<file path="src/core/rx_page_pkg.sv">
// package: constants and carriers for the receive-port register paging block
// assumes an 8-bit register access port fed by the device's i2c and control-channel front ends
package rx_page_pkg;
	localparam int num_ports = 2;
	localparam int num_sources = 3;
	// register offsets
	localparam logic [7:0] link_capability_addr = 8'h4a;
	localparam logic [7:0] embedded_type_control_addr = 8'h4b;
	localparam logic [7:0] receive_port_page_select_addr = 8'h4c;
	localparam logic [7:0] paged_lo_start = 8'h4d;
	localparam logic [7:0] paged_lo_end = 8'h7f;
	localparam logic [7:0] paged_hi_start = 8'hd0;
	localparam logic [7:0] paged_hi_end = 8'hdf;
	// field positions
	localparam int write_port0_bit = 0;
	localparam int write_port1_bit = 1;
	localparam int read_port_bit = 4;
	localparam int physical_link_index_bit = 6;
	localparam int encoder_crc_flag_enable_bit = 4;
	localparam int embedded_line_count_lsb = 6;
	localparam int embedded_type_value_lsb = 0;
	// reset values
	localparam logic [7:0] link_capability_reset = 8'h00;
	localparam logic [7:0] embedded_type_control_reset = 8'h12;
	// access source: 0 local i2c, 1 control channel of port 0, 2 control channel of port 1
	localparam logic [1:0] source_local = 2'h0;
	// page select reset per source, lowest bit or pair for the local context
	localparam logic [2:0] read_select_reset = 3'h4;
	localparam logic [5:0] write_enable_reset = 6'h24;

	typedef struct packed {
		logic valid;
		logic write;
		logic [1:0] source;
		logic [7:0] addr;
		logic [7:0] wdata;
	} reg_req_s;

	typedef struct packed {
		logic sof;
		logic long_pkt;
		logic raw_mode;
		logic [5:0] raw_type;
	} pkt_info_s;
endpackage : rx_page_pkg

</file>
<file path="src/core/rx_port_copy.sv">
// one receive port's copy of the paged registers, with the data-type substitution it steers
// assumes the parent decodes paged addresses and gates the write strobe per port
`timescale 1ns/10ps
module rx_port_copy (
	input wire logic clk, // register clock
	input wire logic rst_n, // synchronous reset, active low
	input wire logic we, // write strobe for this copy
	input wire logic [7:0] addr, // register offset
	input wire logic [7:0] wdata, // write data
	output logic [7:0] rdata, // registered read data of the addressed register
	output logic crc_flag_enable, // encoder crc flag gate
	input wire rx_page_pkg::pkt_info_s pkt, // packet stream info for this port
	output logic [5:0] type_out // data type to forward, registered
);
	import rx_page_pkg::*;

	logic [7:0] cap_q, cap_d;
	logic [7:0] emb_q, emb_d;
	logic [1:0] lines_q, lines_d;
	logic [7:0] rdata_d;
	logic [5:0] type_d;
	logic [1:0] count;

	always_comb begin
		cap_d = cap_q;
		emb_d = emb_q;
		if (we && addr == link_capability_addr) begin
			cap_d = wdata;
		end
		if (we && addr == embedded_type_control_addr) begin
			emb_d = wdata;
		end
		unique case (addr)
			link_capability_addr: rdata_d = cap_q;
			embedded_type_control_addr: rdata_d = emb_q;
			default: rdata_d = 8'h00;
		endcase
	end

	////////////////////////////////////////////////////////////////////////
	assign count = emb_q[embedded_line_count_lsb +: 2];

	always_comb begin
		lines_d = lines_q;
		type_d = type_out;
		if (pkt.long_pkt) begin
			// the sof packet itself counts as line one of the frame
			if (pkt.raw_mode && count != 2'h0 && (pkt.sof ? 2'h0 : lines_q) < count) begin
				type_d = emb_q[embedded_type_value_lsb +: 6];
			end else begin
				type_d = pkt.raw_type;
			end
			if (pkt.sof) begin
				lines_d = 2'h1;
			end else if (lines_q != 2'h3) begin
				lines_d = lines_q + 2'h1;
			end
		end
	end

	always_ff @(posedge clk) begin
		if (!rst_n) begin
			cap_q <= link_capability_reset;
			emb_q <= embedded_type_control_reset;
			lines_q <= 2'h0;
			rdata <= 8'h00;
			type_out <= 6'h00;
		end else begin
			cap_q <= cap_d;
			emb_q <= emb_d;
			lines_q <= lines_d;
			rdata <= rdata_d;
			type_out <= type_d;
		end
	end

	assign crc_flag_enable = cap_q[encoder_crc_flag_enable_bit];
endmodule : rx_port_copy

</file>
<file path="src/core/rx_port_register_paging.sv">
// receive-port register paging: per-source page select and two per-port register copies
// assumes the i2c and control-channel front ends deliver one-cycle access strobes on clk
//
// Summary of operation
// - accesses to 0x4a, 0x4b, 0x4d-0x7f, 0xd0-0xdf go through the page select.
// - bit 4 picks which port copy answers paged reads.
// - bits 0 and 1 enable writes per port; both set broadcasts.
// - each access source keeps its own page select context.
// - bit 6 reads 0 locally, else the port the access came on.
// - read select defaults 0 locally, else to the arriving port.
// - write enables reset 0, except own port's bit in its channel context.
// - capability bit 4 gates the encoder crc flag; resets to 0.
// - raw mode with line count 00 forwards all packets as raw type.
// - line count 1 to 3 sends that many first packets as embedded.
// - six-bit embedded type, reset 0x12, replaces the raw type.
// - substitution has no effect in csi-2 receive mode.
`timescale 1ns/10ps
module rx_port_register_paging (
	input wire logic clk, // register clock, 25 MHz
	input wire logic rst_n, // synchronous reset, active low
	input wire rx_page_pkg::reg_req_s req, // register access request
	output logic ack, // access accepted
	output logic [7:0] rdata, // read data, valid the cycle after ack
	output logic rdata_valid, // read data valid strobe
	input wire logic [1:0] encoder_crc_error, // raw crc error flag per port
	output logic [1:0] encoder_crc_flag, // gated crc error flag per port
	input wire rx_page_pkg::pkt_info_s pkt0, // packet info, port 0
	input wire rx_page_pkg::pkt_info_s pkt1, // packet info, port 1
	output logic [5:0] type_out0, // forwarded data type, port 0
	output logic [5:0] type_out1 // forwarded data type, port 1
);
	import rx_page_pkg::*;

	function automatic logic is_paged(input logic [7:0] a);
		return a == link_capability_addr || a == embedded_type_control_addr ||
			(a >= paged_lo_start && a <= paged_lo_end) ||
			(a >= paged_hi_start && a <= paged_hi_end);
	endfunction : is_paged

	function automatic logic phys_index(input logic [1:0] src);
		return src == 2'h2;
	endfunction : phys_index

	////////////////////////////////////////////////////////////////////////
	// page context per source
	logic [num_sources-1:0] rd_sel_q, rd_sel_d;
	logic [1:0] wr_en_q [num_sources];
	logic [1:0] wr_en_d [num_sources];
	logic [1:0] src;
	logic sel_write;
	logic paged;

	assign src = req.source;
	assign sel_write = req.valid && req.write && req.addr == receive_port_page_select_addr;
	assign paged = is_paged(req.addr);

	always_comb begin
		rd_sel_d = rd_sel_q;
		for (int s = 0; s < num_sources; s++) begin
			wr_en_d[s] = wr_en_q[s];
		end
		if (sel_write) begin
			// only the requesting source's context moves
			rd_sel_d[src] = req.wdata[read_port_bit];
			wr_en_d[src] = {req.wdata[write_port1_bit], req.wdata[write_port0_bit]};
		end
	end

	always_ff @(posedge clk) begin
		if (!rst_n) begin
			rd_sel_q <= read_select_reset;
			for (int s = 0; s < num_sources; s++) begin
				wr_en_q[s] <= write_enable_reset[2*s +: 2];
			end
		end else begin
			rd_sel_q <= rd_sel_d;
			for (int s = 0; s < num_sources; s++) begin
				wr_en_q[s] <= wr_en_d[s];
			end
		end
	end

	////////////////////////////////////////////////////////////////////////
	// port copies
	logic [7:0] copy_rdata [num_ports];
	logic [num_ports-1:0] crc_en;
	logic [num_ports-1:0] copy_we;
	pkt_info_s pkt [num_ports];
	logic [5:0] type_o [num_ports];

	assign pkt[0] = pkt0;
	assign pkt[1] = pkt1;
	assign type_out0 = type_o[0];
	assign type_out1 = type_o[1];

	generate
		for (genvar p = 0; p < num_ports; p++) begin : g_port
			// no enable in the context means the write is dropped, still acked
			assign copy_we[p] = req.valid && req.write && paged && wr_en_q[src][p];
			rx_port_copy u_copy (
				.clk(clk),
				.rst_n(rst_n),
				.we(copy_we[p]),
				.addr(req.addr),
				.wdata(req.wdata),
				.rdata(copy_rdata[p]),
				.crc_flag_enable(crc_en[p]),
				.pkt(pkt[p]),
				.type_out(type_o[p])
			);
		end
	endgenerate

	assign encoder_crc_flag = encoder_crc_error & crc_en;

	////////////////////////////////////////////////////////////////////////
	// read return; copies register their data, so selection is pipelined to match
	logic rd_pend_q, rd_pend_d;
	logic rd_paged_q, rd_paged_d;
	logic rd_port_q, rd_port_d;
	logic [7:0] sel_q, sel_d;

	assign ack = req.valid;

	always_comb begin
		rd_pend_d = req.valid && !req.write;
		rd_paged_d = paged;
		rd_port_d = rd_sel_q[src];
		sel_d = 8'h00;
		if (req.addr == receive_port_page_select_addr) begin
			sel_d[physical_link_index_bit] = phys_index(src);
			sel_d[read_port_bit] = rd_sel_q[src];
			sel_d[write_port1_bit] = wr_en_q[src][1];
			sel_d[write_port0_bit] = wr_en_q[src][0];
		end
	end

	always_ff @(posedge clk) begin
		if (!rst_n) begin
			rd_pend_q <= 1'b0;
			rd_paged_q <= 1'b0;
			rd_port_q <= 1'b0;
			sel_q <= 8'h00;
		end else begin
			rd_pend_q <= rd_pend_d;
			rd_paged_q <= rd_paged_d;
			rd_port_q <= rd_port_d;
			sel_q <= sel_d;
		end
	end

	assign rdata_valid = rd_pend_q;
	assign rdata = rd_paged_q ? copy_rdata[rd_port_q] : sel_q;
endmodule : rx_port_register_paging

</file>
<file path="config.mk">
export PLATFORM = sky130hd
export DESIGN_NAME = rx_port_register_paging
export DESIGN_NICKNAME = d
export VERILOG_FILES = /design/src/core/rx_page_pkg.sv /design/src/core/rx_port_copy.sv /design/src/core/rx_port_register_paging.sv
export SDC_FILE = /design/constraint.sdc
export NUM_CORES = 1
export LEC_CHECK = 0
export BUFFER_PORTS_ARGS = -buffer_cell sky130_fd_sc_hd__buf_4
export CAP_MARGIN = 30
export CORE_ASPECT_RATIO = 1.25
export CORE_UTILIZATION = 36
export DETAILED_ROUTE_END_ITERATION = 6
export SKIP_LAST_GASP = 1
export SYNTH_ARGS = -nofsm -noshare
export SYNTH_HDL_FRONTEND = slang
export SYNTH_SLANG_ARGS = --single-unit
export TNS_END_PERCENT = 100
</file>
<file path="constraint.sdc">
create_clock -name clk -period 2.2 [get_ports clk]
set_clock_uncertainty 0.15 [all_clocks]
set_input_delay 0.33 -clock clk [delete_from_list [all_inputs] [get_ports clk]]
set_output_delay 0.33 -clock clk [all_outputs]
set_load 0.05 [all_outputs]
</file>
==> out/qor.csv, run 1 <==
metric,value,unit
ant_nets,0,
power_switching,0.000777,W
path_max_fanout,8,
io_buffers,65,
yosys_warnings,0,
die_area,10000,um^2
p_per_area,760,nW/um^2
synth_top_area_cell,dfxtp_1,
p_comb_share,9.3,%
fmax,0.515,GHz
clk_pin_slew,0.06,ns
rows,39,
antenna_found_initial,0,
die_w,89.7,um
leakagePower,1.84,nW
syn-instance-count,358,
synth_edf_count,0,
clk_latency,0.33,ns
min_path_cells,2,
synth_top_area_share,46.3,%
vdd_drop_max,436,uV
slew_headroom,69.8,%
routed_via_density,4.75,
clock_sink_count,80,
grt_overflow,0,
clock_power_share,45.9,%
first_pass_iters,4,
cp.required,1.72,ns
critPathKind,reg2out,
synth_cell_types,34,
startpoint_type,flop,
fin_nets,465,
io_pins,66,
drt-total-wl,7.46,mm
syn_nets,404,
drtIter0Drc,140,
period_needed,1.94,ns
cts_root_buffer,clkbuf_16,
period_share,88.2,%
critPathCaptureType,output port,
drive_above_1_share,22.2,%
ys_ff_latch,80,
regToRegSetupSlack,0.35,ns
ys.flop_type,dfxtp_1,
grt_pass1_vias,2538,
vias,2599,
numCtsBuffers,9,
netlist_top_cells_count,"dfxtp_1 (80), mux2i_1 (77), nand2_1 (46)",
critPathArrivalTime,1.46,ns
gr-max-usage-layer,met2,
synthTopCellsByArea,"dfxtp_1 (46%), mux2i_1 (22%), nand2_1 (5.0%)",
cts.repair.resized,0,
rsz0062_at_grt,no,
hold_ws,0.0365,ns
seq_power_share,44.9,%
drv_cap,0,
synth_area,3460,um^2
worstHoldPathType,in2reg,
met2_usage,26.3,%
post-dp-hpwl,5.49,mm
post_cts.repair.setup_buffers,0,
status,completed,
grt_pass1_wl,12.7,mm
async_reset_ff_share,0,%
drc,0,
slew_viol_final,0,
cts_hold_buffers,0,
antenna_cells,0,
worstMarginPinSlew,0.452,ns
yosysSeqAreaShare,46.3,%
clockBufferDepth,2,
globalplace.congestion,0.775,
ff2ff_path_depth,6,
grtUsageTotal,16.7,%
finalSetupViolations,0,
wl_per_cell,13.6,um
area_delta_synth_final,26.3,%
avgSynthCellArea,9.66,um^2
hold_violations,0,
synth_most_common_cell,dfxtp_1,
fin_setup_tns,0,ns
htree_levels,3,
start_util,37.5,%
p_sw_share,23.4,%
intPower,0.00254,W
die_y,112,um
tritoncts,done,
grtUsageMet3,2.59,%
met1_usage,21.7,%
grt_max_degree,68,
core_area,9220,um^2
==> worst paths after layout <==
| check | startpoint | end |
|---|---|---|
| setup / recovery | rd_port_q | rdata[6] |
| hold / removal | req[18] | rdata_valid |
| setup reg to reg | g_port[0].u_copy.emb_q[7] | g_port[0].u_copy.type_out[3] |
| hold reg to reg | g_port[1].u_copy.cap_q[6] | g_port[1].u_copy.cap_q[6] |
==> layout by cell type (no fill, tap or decap), drive strengths merged, types with 2 or more instances in the layout <==
master,Yosys,layout
a21boi,2,2
a21oi,19,19
and2,3,3
and3,2,2
and4b,4,4
buf,9,73
clkbuf,14,12
clkinvlp,0,3
dfxtp,80,80
ha,4,4
inv,6,6
mux2,2,2
mux2i,77,77
nand2,46,46
nand2b,3,3
nand3,4,4
nand3b,3,3
nand4,5,5
nor2,28,28
nor2b,18,18
nor3b,4,4
o2111a,2,2
o21ai,17,17
==> critical path, stage by stage, from the launching register on <==
cell     delay [ns]
dfxtp_1        0.60
mux2i_1        0.24
a21oi_1        0.09
buf_4          0.21
==> layout make-up <==
type	count	area, um^2
tap	123	154
sequential	80	1600
clock buffer	12	256
multi-input combinational	249	1720
inverter	6	22.5
clock inverter	4	52.6
timing repair buffer	73	561
fill	888	4850
==> kinds of logic (layout without fill, tap and decap cells) <==
family | Yosys count | count (layout) | share of synthesized area, %
buf+inv | 29 | 95 | 3.94
compound gates | 44 | 44 | 7.16
mux | 79 | 79 | 22.9
flops | 80 | 80 | 46.3
simple gates | 122 | 122 | 18.2
fa+ha+maj | 4 | 4 | 1.45
==> metal layers <==
metal,routed length [um],share of wire (%),up-vias
met4,133,1.8,0
met5,0,0,-
met2,3620,48,46
met1,3490,47,1189
met3,229,3.1,12
li1,-,-,1352
==> stage by stage <==
step	util (%)	std cells	setup WS (ns)	power [W]	cell area, um^2
6_report	47.4	547	0.259	0.00332	4370
5_1_grt	47.4	547	0.159	0.00344	4370
3_3_place_gp	44.0	531	0.304	0.00183	4060
2_1_floorplan	-	358	0.136	0.00170	3460
3_5_place_dp	44.0	531	0.279	0.00183	4060
4_1_cts	47.4	547	0.232	0.00335	4370
==> state kept, by name, summed over array words and instances, names as in the netlist, 3 cells and up <==
signal,cells
wr_en_q,6
g_port.u_copy.cap_q,16
rd_sel_q,3
g_port.u_copy.type_out,12
sel_q,4
g_port.u_copy.lines_q,4
g_port.u_copy.rdata,16
g_port.u_copy.emb_q,16
==> power groups by stage <==
stage / registers (W) / clock network, W / logic [W]
after floorplan: 0.00157 / 0 / 0.000133
after global placement: 0.00152 / 0 / 0.000307
after detailed placement: 0.00152 / 0 / 0.000310
after CTS: 0.00149 / 0.00155 / 0.000311
after global routing: 0.00149 / 0.00162 / 0.000333
final: 0.00149 / 0.00152 / 0.000307
No activity file was read; power rests on OpenSTA's default activity.
==> run 2, diff against run 1 <==
--- a/config.mk
+++ b/config.mk
@@ -13,5 +13,6 @@
 export SKIP_LAST_GASP = 1
 export SYNTH_ARGS = -nofsm -noshare
 export SYNTH_HDL_FRONTEND = slang
+export SYNTH_HIERARCHICAL = 1
 export SYNTH_SLANG_ARGS = --single-unit
 export TNS_END_PERCENT = 100
==> constraint.sdc (replaced) <==
create_clock -name clk -period 2.05 [get_ports clk]
set_clock_uncertainty 0.15 [all_clocks]
set_input_delay 0.3075 -clock clk [delete_from_list [all_inputs] [get_ports clk]]
set_output_delay 0.3075 -clock clk [all_outputs]
set_load 0.05 [all_outputs]
==> out/qor.csv, run 2 <==
metric,value,unit
layout_common_cells,"mux2i_1 (80), dfxtp_1 (79), buf_4 (74)",
die_y,114,um
clk_pin_slew,0.06,ns
synthTopCellsByArea,"dfxtp_1 (45%), mux2i_1 (22%), nand2_1 (6.0%)",
multi_input_area,1850,um^2
p_per_area,784,nW/um^2
critPathTopFamily,buffers and inverters,
antenna_cells,0,
grt_pass1_vias,2600,
drc,0,
critPathMostFrequentCell,buf_4,
min_from,pkt0[7],
leakagePower,2.03,nW
avgSynthCellArea,9.56,um^2
critPathKind,in2reg,
io_buffers,65,
power,0.00358,W
io_pins,66,
regToRegSetupSlack,0.25,ns
routed_via_density,4.75,
worst_slack,0.138,ns
path_cells,dlygate4sd3_1 > buf_4 > nand2_1 > nor4b_2 > buf_4 > nand3_2 > mux2i_1,
drv_cap,0,
drtIter0Drc,83,
worstMarginPinSlew,0.388,ns
ys_ff_latch,80,
fill_cells,927,
ff2ff_path_depth,6,
final_common_cell,mux2i_1,
slew_viol_final,0,
cp.required,2.16,ns
vdd_drop_max,541,uV
dp_worst_setup_slack,-0.119,ns
antenna_found_initial,0,
grt_overflow,0,
area_delta_synth_final,27.3,%
fmax,0.523,GHz
crit_buf_inv,3,
post-dp-hpwl,5.87,mm
grt_pass1_wl,12.7,mm
synth_top_area_cell,dfxtp_1,
rows,40,
grt_max_degree,42,
netlist_top_cells_count,"dfxtp_1 (80), mux2i_1 (80), nand2_1 (57)",
hold_end,g_port[0].u_copy/type_out[2],
critPathArrivalTime,2.02,ns
startpoint_type,input port,
path_max_fanout,8,
ys.flop_type,dfxtp_1,
yosys_warnings,6,
period_needed,1.91,ns
drt-total-wl,7.76,mm
status,completed,
fin_nets,490,
vias,2729,
cts_root_buffer,clkbuf_16,
first_pass_iters,4,
finalSetupViolations,0,
synth_cell_types,31,
synth_area,3580,um^2
syn_nets,421,
grtUsageTotal,15.9,%
core_area,9660,um^2
start_util,37.1,%
clockBufferDepth,2,
die_w,91.3,um
wl_per_cell,13.5,um
critPathCaptureType,flop,
numCtsBuffers,9,
clock_sink_count,80,
async_reset_ff_share,0,%
slew_headroom,74.1,%
largestRegisters,"g_port.u_copy/cap_q: 16 flops, g_port.u_copy/emb_q: 16 flops, g_port.u_copy/rdata: 16 flops",
hold_violations,0,
worstHoldPathType,in2reg,
clk_latency,0.34,ns
synth_edf_count,0,
cp_slowest_stage_delay,0.53,ns
seq_area,1600,um^2
synth_top_area_share,44.7,%
slowest_stage,dlygate4sd3_1,
yosysSeqAreaShare,44.7,%
r2r-end,g_port[1].u_copy/emb_q[0],
ant_nets,0,
htree_levels,3,
min_path_cells,2,
globalplace.congestion,0.798,
tritoncts,done,
post_cts.repair.setup_buffers,0,
syn-instance-count,375,
drive_above_1_share,23.4,%
r2r_start,wr_en_q[1][1],
die_area,10400,um^2
rsz0062_at_grt,no,
period_share,93.3,%
## run 2: how the worst max path moves through the flow
| stage | start | to | slack [ns] | depth (start not counted) |
|---|---|---|---|---|
| 6_report | req[18] | g_port[0].u_copy/emb_q[0] | 0.14 | 7 |
| 5_1_grt | req[18] | g_port[0].u_copy/emb_q[1] | 0.05 | 7 |
| 3_5_place_dp | req[15] | g_port[0].u_copy/emb_q[0] | -0.12 | 7 |
| 3_3_place_gp | req[11] | g_port[0].u_copy/emb_q[7] | -0.05 | 7 |
| 4_1_cts | rd_port_q | rdata[6] | 0.03 | 3 |
| 2_1_floorplan | rd_paged_q | rdata[0] | 0.19 | 3 |
## run 2: metrics by stage
stage	util [%]	instances	hold slack, ns	area (um^2)	setup TNS, ns
6_report	47.2	575	0.0868	4560	0
2_1_floorplan	-	375	0.234	3580	0
3_5_place_dp	43.9	558	0.296	4240	-1.13
5_1_grt	47.2	575	0.0996	4560	0
4_1_cts	47.2	575	0.0796	4560	0
3_3_place_gp	43.9	558	0.291	4240	-0.473
## run 2: area by class of cell
cell class	count	share of cell area, %
clock buffers	10	5.24
multi-input cells	264	40.4
flip-flops and latches	80	35.1
repair buffers	77	13.3
clock inverters	6	1.48
well taps	126	3.45
inverters	12	0.987
## run 2: power by group
group	total, W	switching (W)	internal (W)	leakage (nW)
logic	0.000360	0.000210	0.000150	1.24
clock network	0.00162	0.000642	0.000979	0.145
registers	0.00160	0.0000173	0.00158	0.649
total	0.00358	0.000869	0.00271	2.03
## run 2: cell families after synthesis
logic type	after synthesis	synth area share, %
and+or+nand+nor	137	19.6
AOI/OAI and AO/OA	41	7.36
DFF	80	44.7
adders and majority gates	4	1.40
muxes	82	23.0
buffers and inverters	31	4.01
## run 2: repair_timing
item                                    CTS  global route
endpoints found under the setup margin    0             9
hold buffers                              1             0
gates resized for setup                   0             2
endpoints found under the hold margin     1             0
## run 2: layer usage
layer	global-route usage, %	share of wire (%)
met2	26.1	48
met4	8.25	2.2
met3	3.27	3.4
met5	0	0
met1	19.8	46
==> run 3, diff against run 2 <==
--- a/config.mk
+++ b/config.mk
@@ -7,12 +7,10 @@
 export LEC_CHECK = 0
 export BUFFER_PORTS_ARGS = -buffer_cell sky130_fd_sc_hd__buf_4
 export CAP_MARGIN = 30
-export CORE_ASPECT_RATIO = 1.25
 export CORE_UTILIZATION = 36
 export DETAILED_ROUTE_END_ITERATION = 6
 export SKIP_LAST_GASP = 1
 export SYNTH_ARGS = -nofsm -noshare
 export SYNTH_HDL_FRONTEND = slang
-export SYNTH_HIERARCHICAL = 1
 export SYNTH_SLANG_ARGS = --single-unit
 export TNS_END_PERCENT = 100
==> out/qor.csv, run 3 (synthesis results as in run 1) <==
metric,value,unit
crit_buf_inv,1,
regToRegSetupSlack,0.22,ns
die_y,100,um
final_common_cell,dfxtp_1,
layout_common_cells,"dfxtp_1 (79), mux2i_1 (77), buf_4 (74)",
post-dp-hpwl,5.45,mm
die_area,10000,um^2
slew_viol_final,0,
largestRegisters,"g_port.u_copy.cap_q: 16 flops, g_port.u_copy.emb_q: 16 flops, g_port.u_copy.rdata: 16 flops",
hold_violations,0,
cp_slowest_stage_delay,0.46,ns
cp.required,1.59,ns
critPathArrivalTime,1.38,ns
routed_via_density,4.73,
worstMarginPinSlew,0.444,ns
final_cells,556,
core_area,9280,um^2
clock_sink_count,80,
drv_cap,0,
rsz0062_at_grt,no,
cts_root_buffer,clkbuf_8,
vias,2630,
numCtsBuffers,9,
io_pins,66,
cp.depth,3,
io_buffers,65,
status,completed,
start_util,37.3,%
grtUsageTotal,16.1,%
antenna_cells,0,
antenna_found_initial,0,
leakagePower,1.84,nW
grt_pass1_wl,12.4,mm
drtIter0Drc,144,
vdd_drop_max,294,uV
ff2ff_path_depth,6,
fill_cells,926,
period_needed,1.84,ns
path_max_fanout,8,
wl_per_cell,13.5,um
globalplace.congestion,0.731,
clk_latency,0.35,ns
power,0.00346,W
clockBufferDepth,2,
grt_pass1_vias,2551,
fin_setup_tns,0,ns
placed_cells,539,
worstHoldPathType,in2reg,
ant_nets,0,
r2r-end,g_port[1].u_copy.type_out[0],
post_cts.repair.setup_buffers,0,
die_w,100,um
fmax,0.544,GHz
crit_path_end,rdata[6],
htree_levels,3,
slowest_stage,dfxtp_2,
critPathKind,reg2out,
slew_headroom,70.4,%
r2r_start,g_port[1].u_copy.lines_q[1],
p_per_area,793,nW/um^2
path_cells,mux2i_1 > a21oi_1 > buf_4,
startpoint,rd_port_q,
grt_max_degree,44,
period_share,89.6,%
rows,35,
critPathCaptureType,output port,
drt-total-wl,7.51,mm
grt_overflow,0,
first_pass_iters,4,
finalSetupViolations,0,
tritoncts,done,
min_from,req[0],
critPathTopFamily,flip-flops,
fin_nets,468,
drc,0,
startpoint_type,flop,
drive_above_1_share,23.0,%
clk_pin_slew,0.08,ns
area_delta_synth_final,26.1,%
[run 3: final cells by class]
cell class / instances / area (um^2) / share of cell area (%)
Tap cell: 129 / 161 / 3.70
Clock inverter: 5 / 128 / 2.92
Sequential cell: 80 / 1600 / 36.7
Multi-Input combinational cell: 249 / 1720 / 39.5
Timing Repair Buffer: 76 / 586 / 13.4
Clock buffer: 11 / 141 / 3.24
Inverter: 6 / 22.5 / 0.516
[run 3: repair_timing]
item                       4_1_cts  5_1_grt
gates resized for setup          0        2
hold buffers                     1        0
hold endpoints to repair         1        0
setup endpoints to repair        0        4
[run 3: tightest hold or removal path, delay by kind of cell]
family        cells  cell delay [ns]
mux               1             0.05
simple gates      1             0.05
buf+inv           1             0.08
[run 3: routing by layer]
metal / wire, um / part of all wire [%] / global-route usage, % / up-vias
li1: - / - / - / 1356
met1: 3640 / 48 / 21.5 / 1212
met2: 3500 / 47 / 25.1 / 51
met3: 216 / 2.9 / 2.86 / 11
met4: 155 / 2.1 / 7.92 / 0
met5: 0 / 0 / 0 / -
[run 3: through the flow]
stage,worst slack (ns),cell area [um^2],hold WS (ns),utilization (%)
after floorplan,0.00888,3460,0.229,-
after detailed placement,0.0658,4080,0.301,44.0
after CTS,0.0110,4360,0.0148,47.0
after global routing,0.0129,4360,0.0281,47.0
after global placement,0.155,4080,0.294,44.0
final,0.212,4360,0.0276,47.0
[run 3: power breakdown]
group / switching [W] / internal (W) / leakage [nW]
Sequential: 0.0000184 / 0.00158 / 0.649
Combinational: 0.000195 / 0.000141 / 1.06
Clock: 0.000562 / 0.000966 / 0.130
Total: 0.000776 / 0.00268 / 1.84
[run 3: worst min path at each step]
stage	to	slack (ns)	cells after the start
after floorplan	rdata_valid	0.23	1
after global placement	g_port[0].u_copy.cap_q[5]	0.29	2
after detailed placement	g_port[0].u_copy.cap_q[0]	0.30	2
after CTS	wr_en_q[1][0]	0.01	3
after global routing	rd_paged_q	0.03	2
final	wr_en_q[1][0]	0.03	3
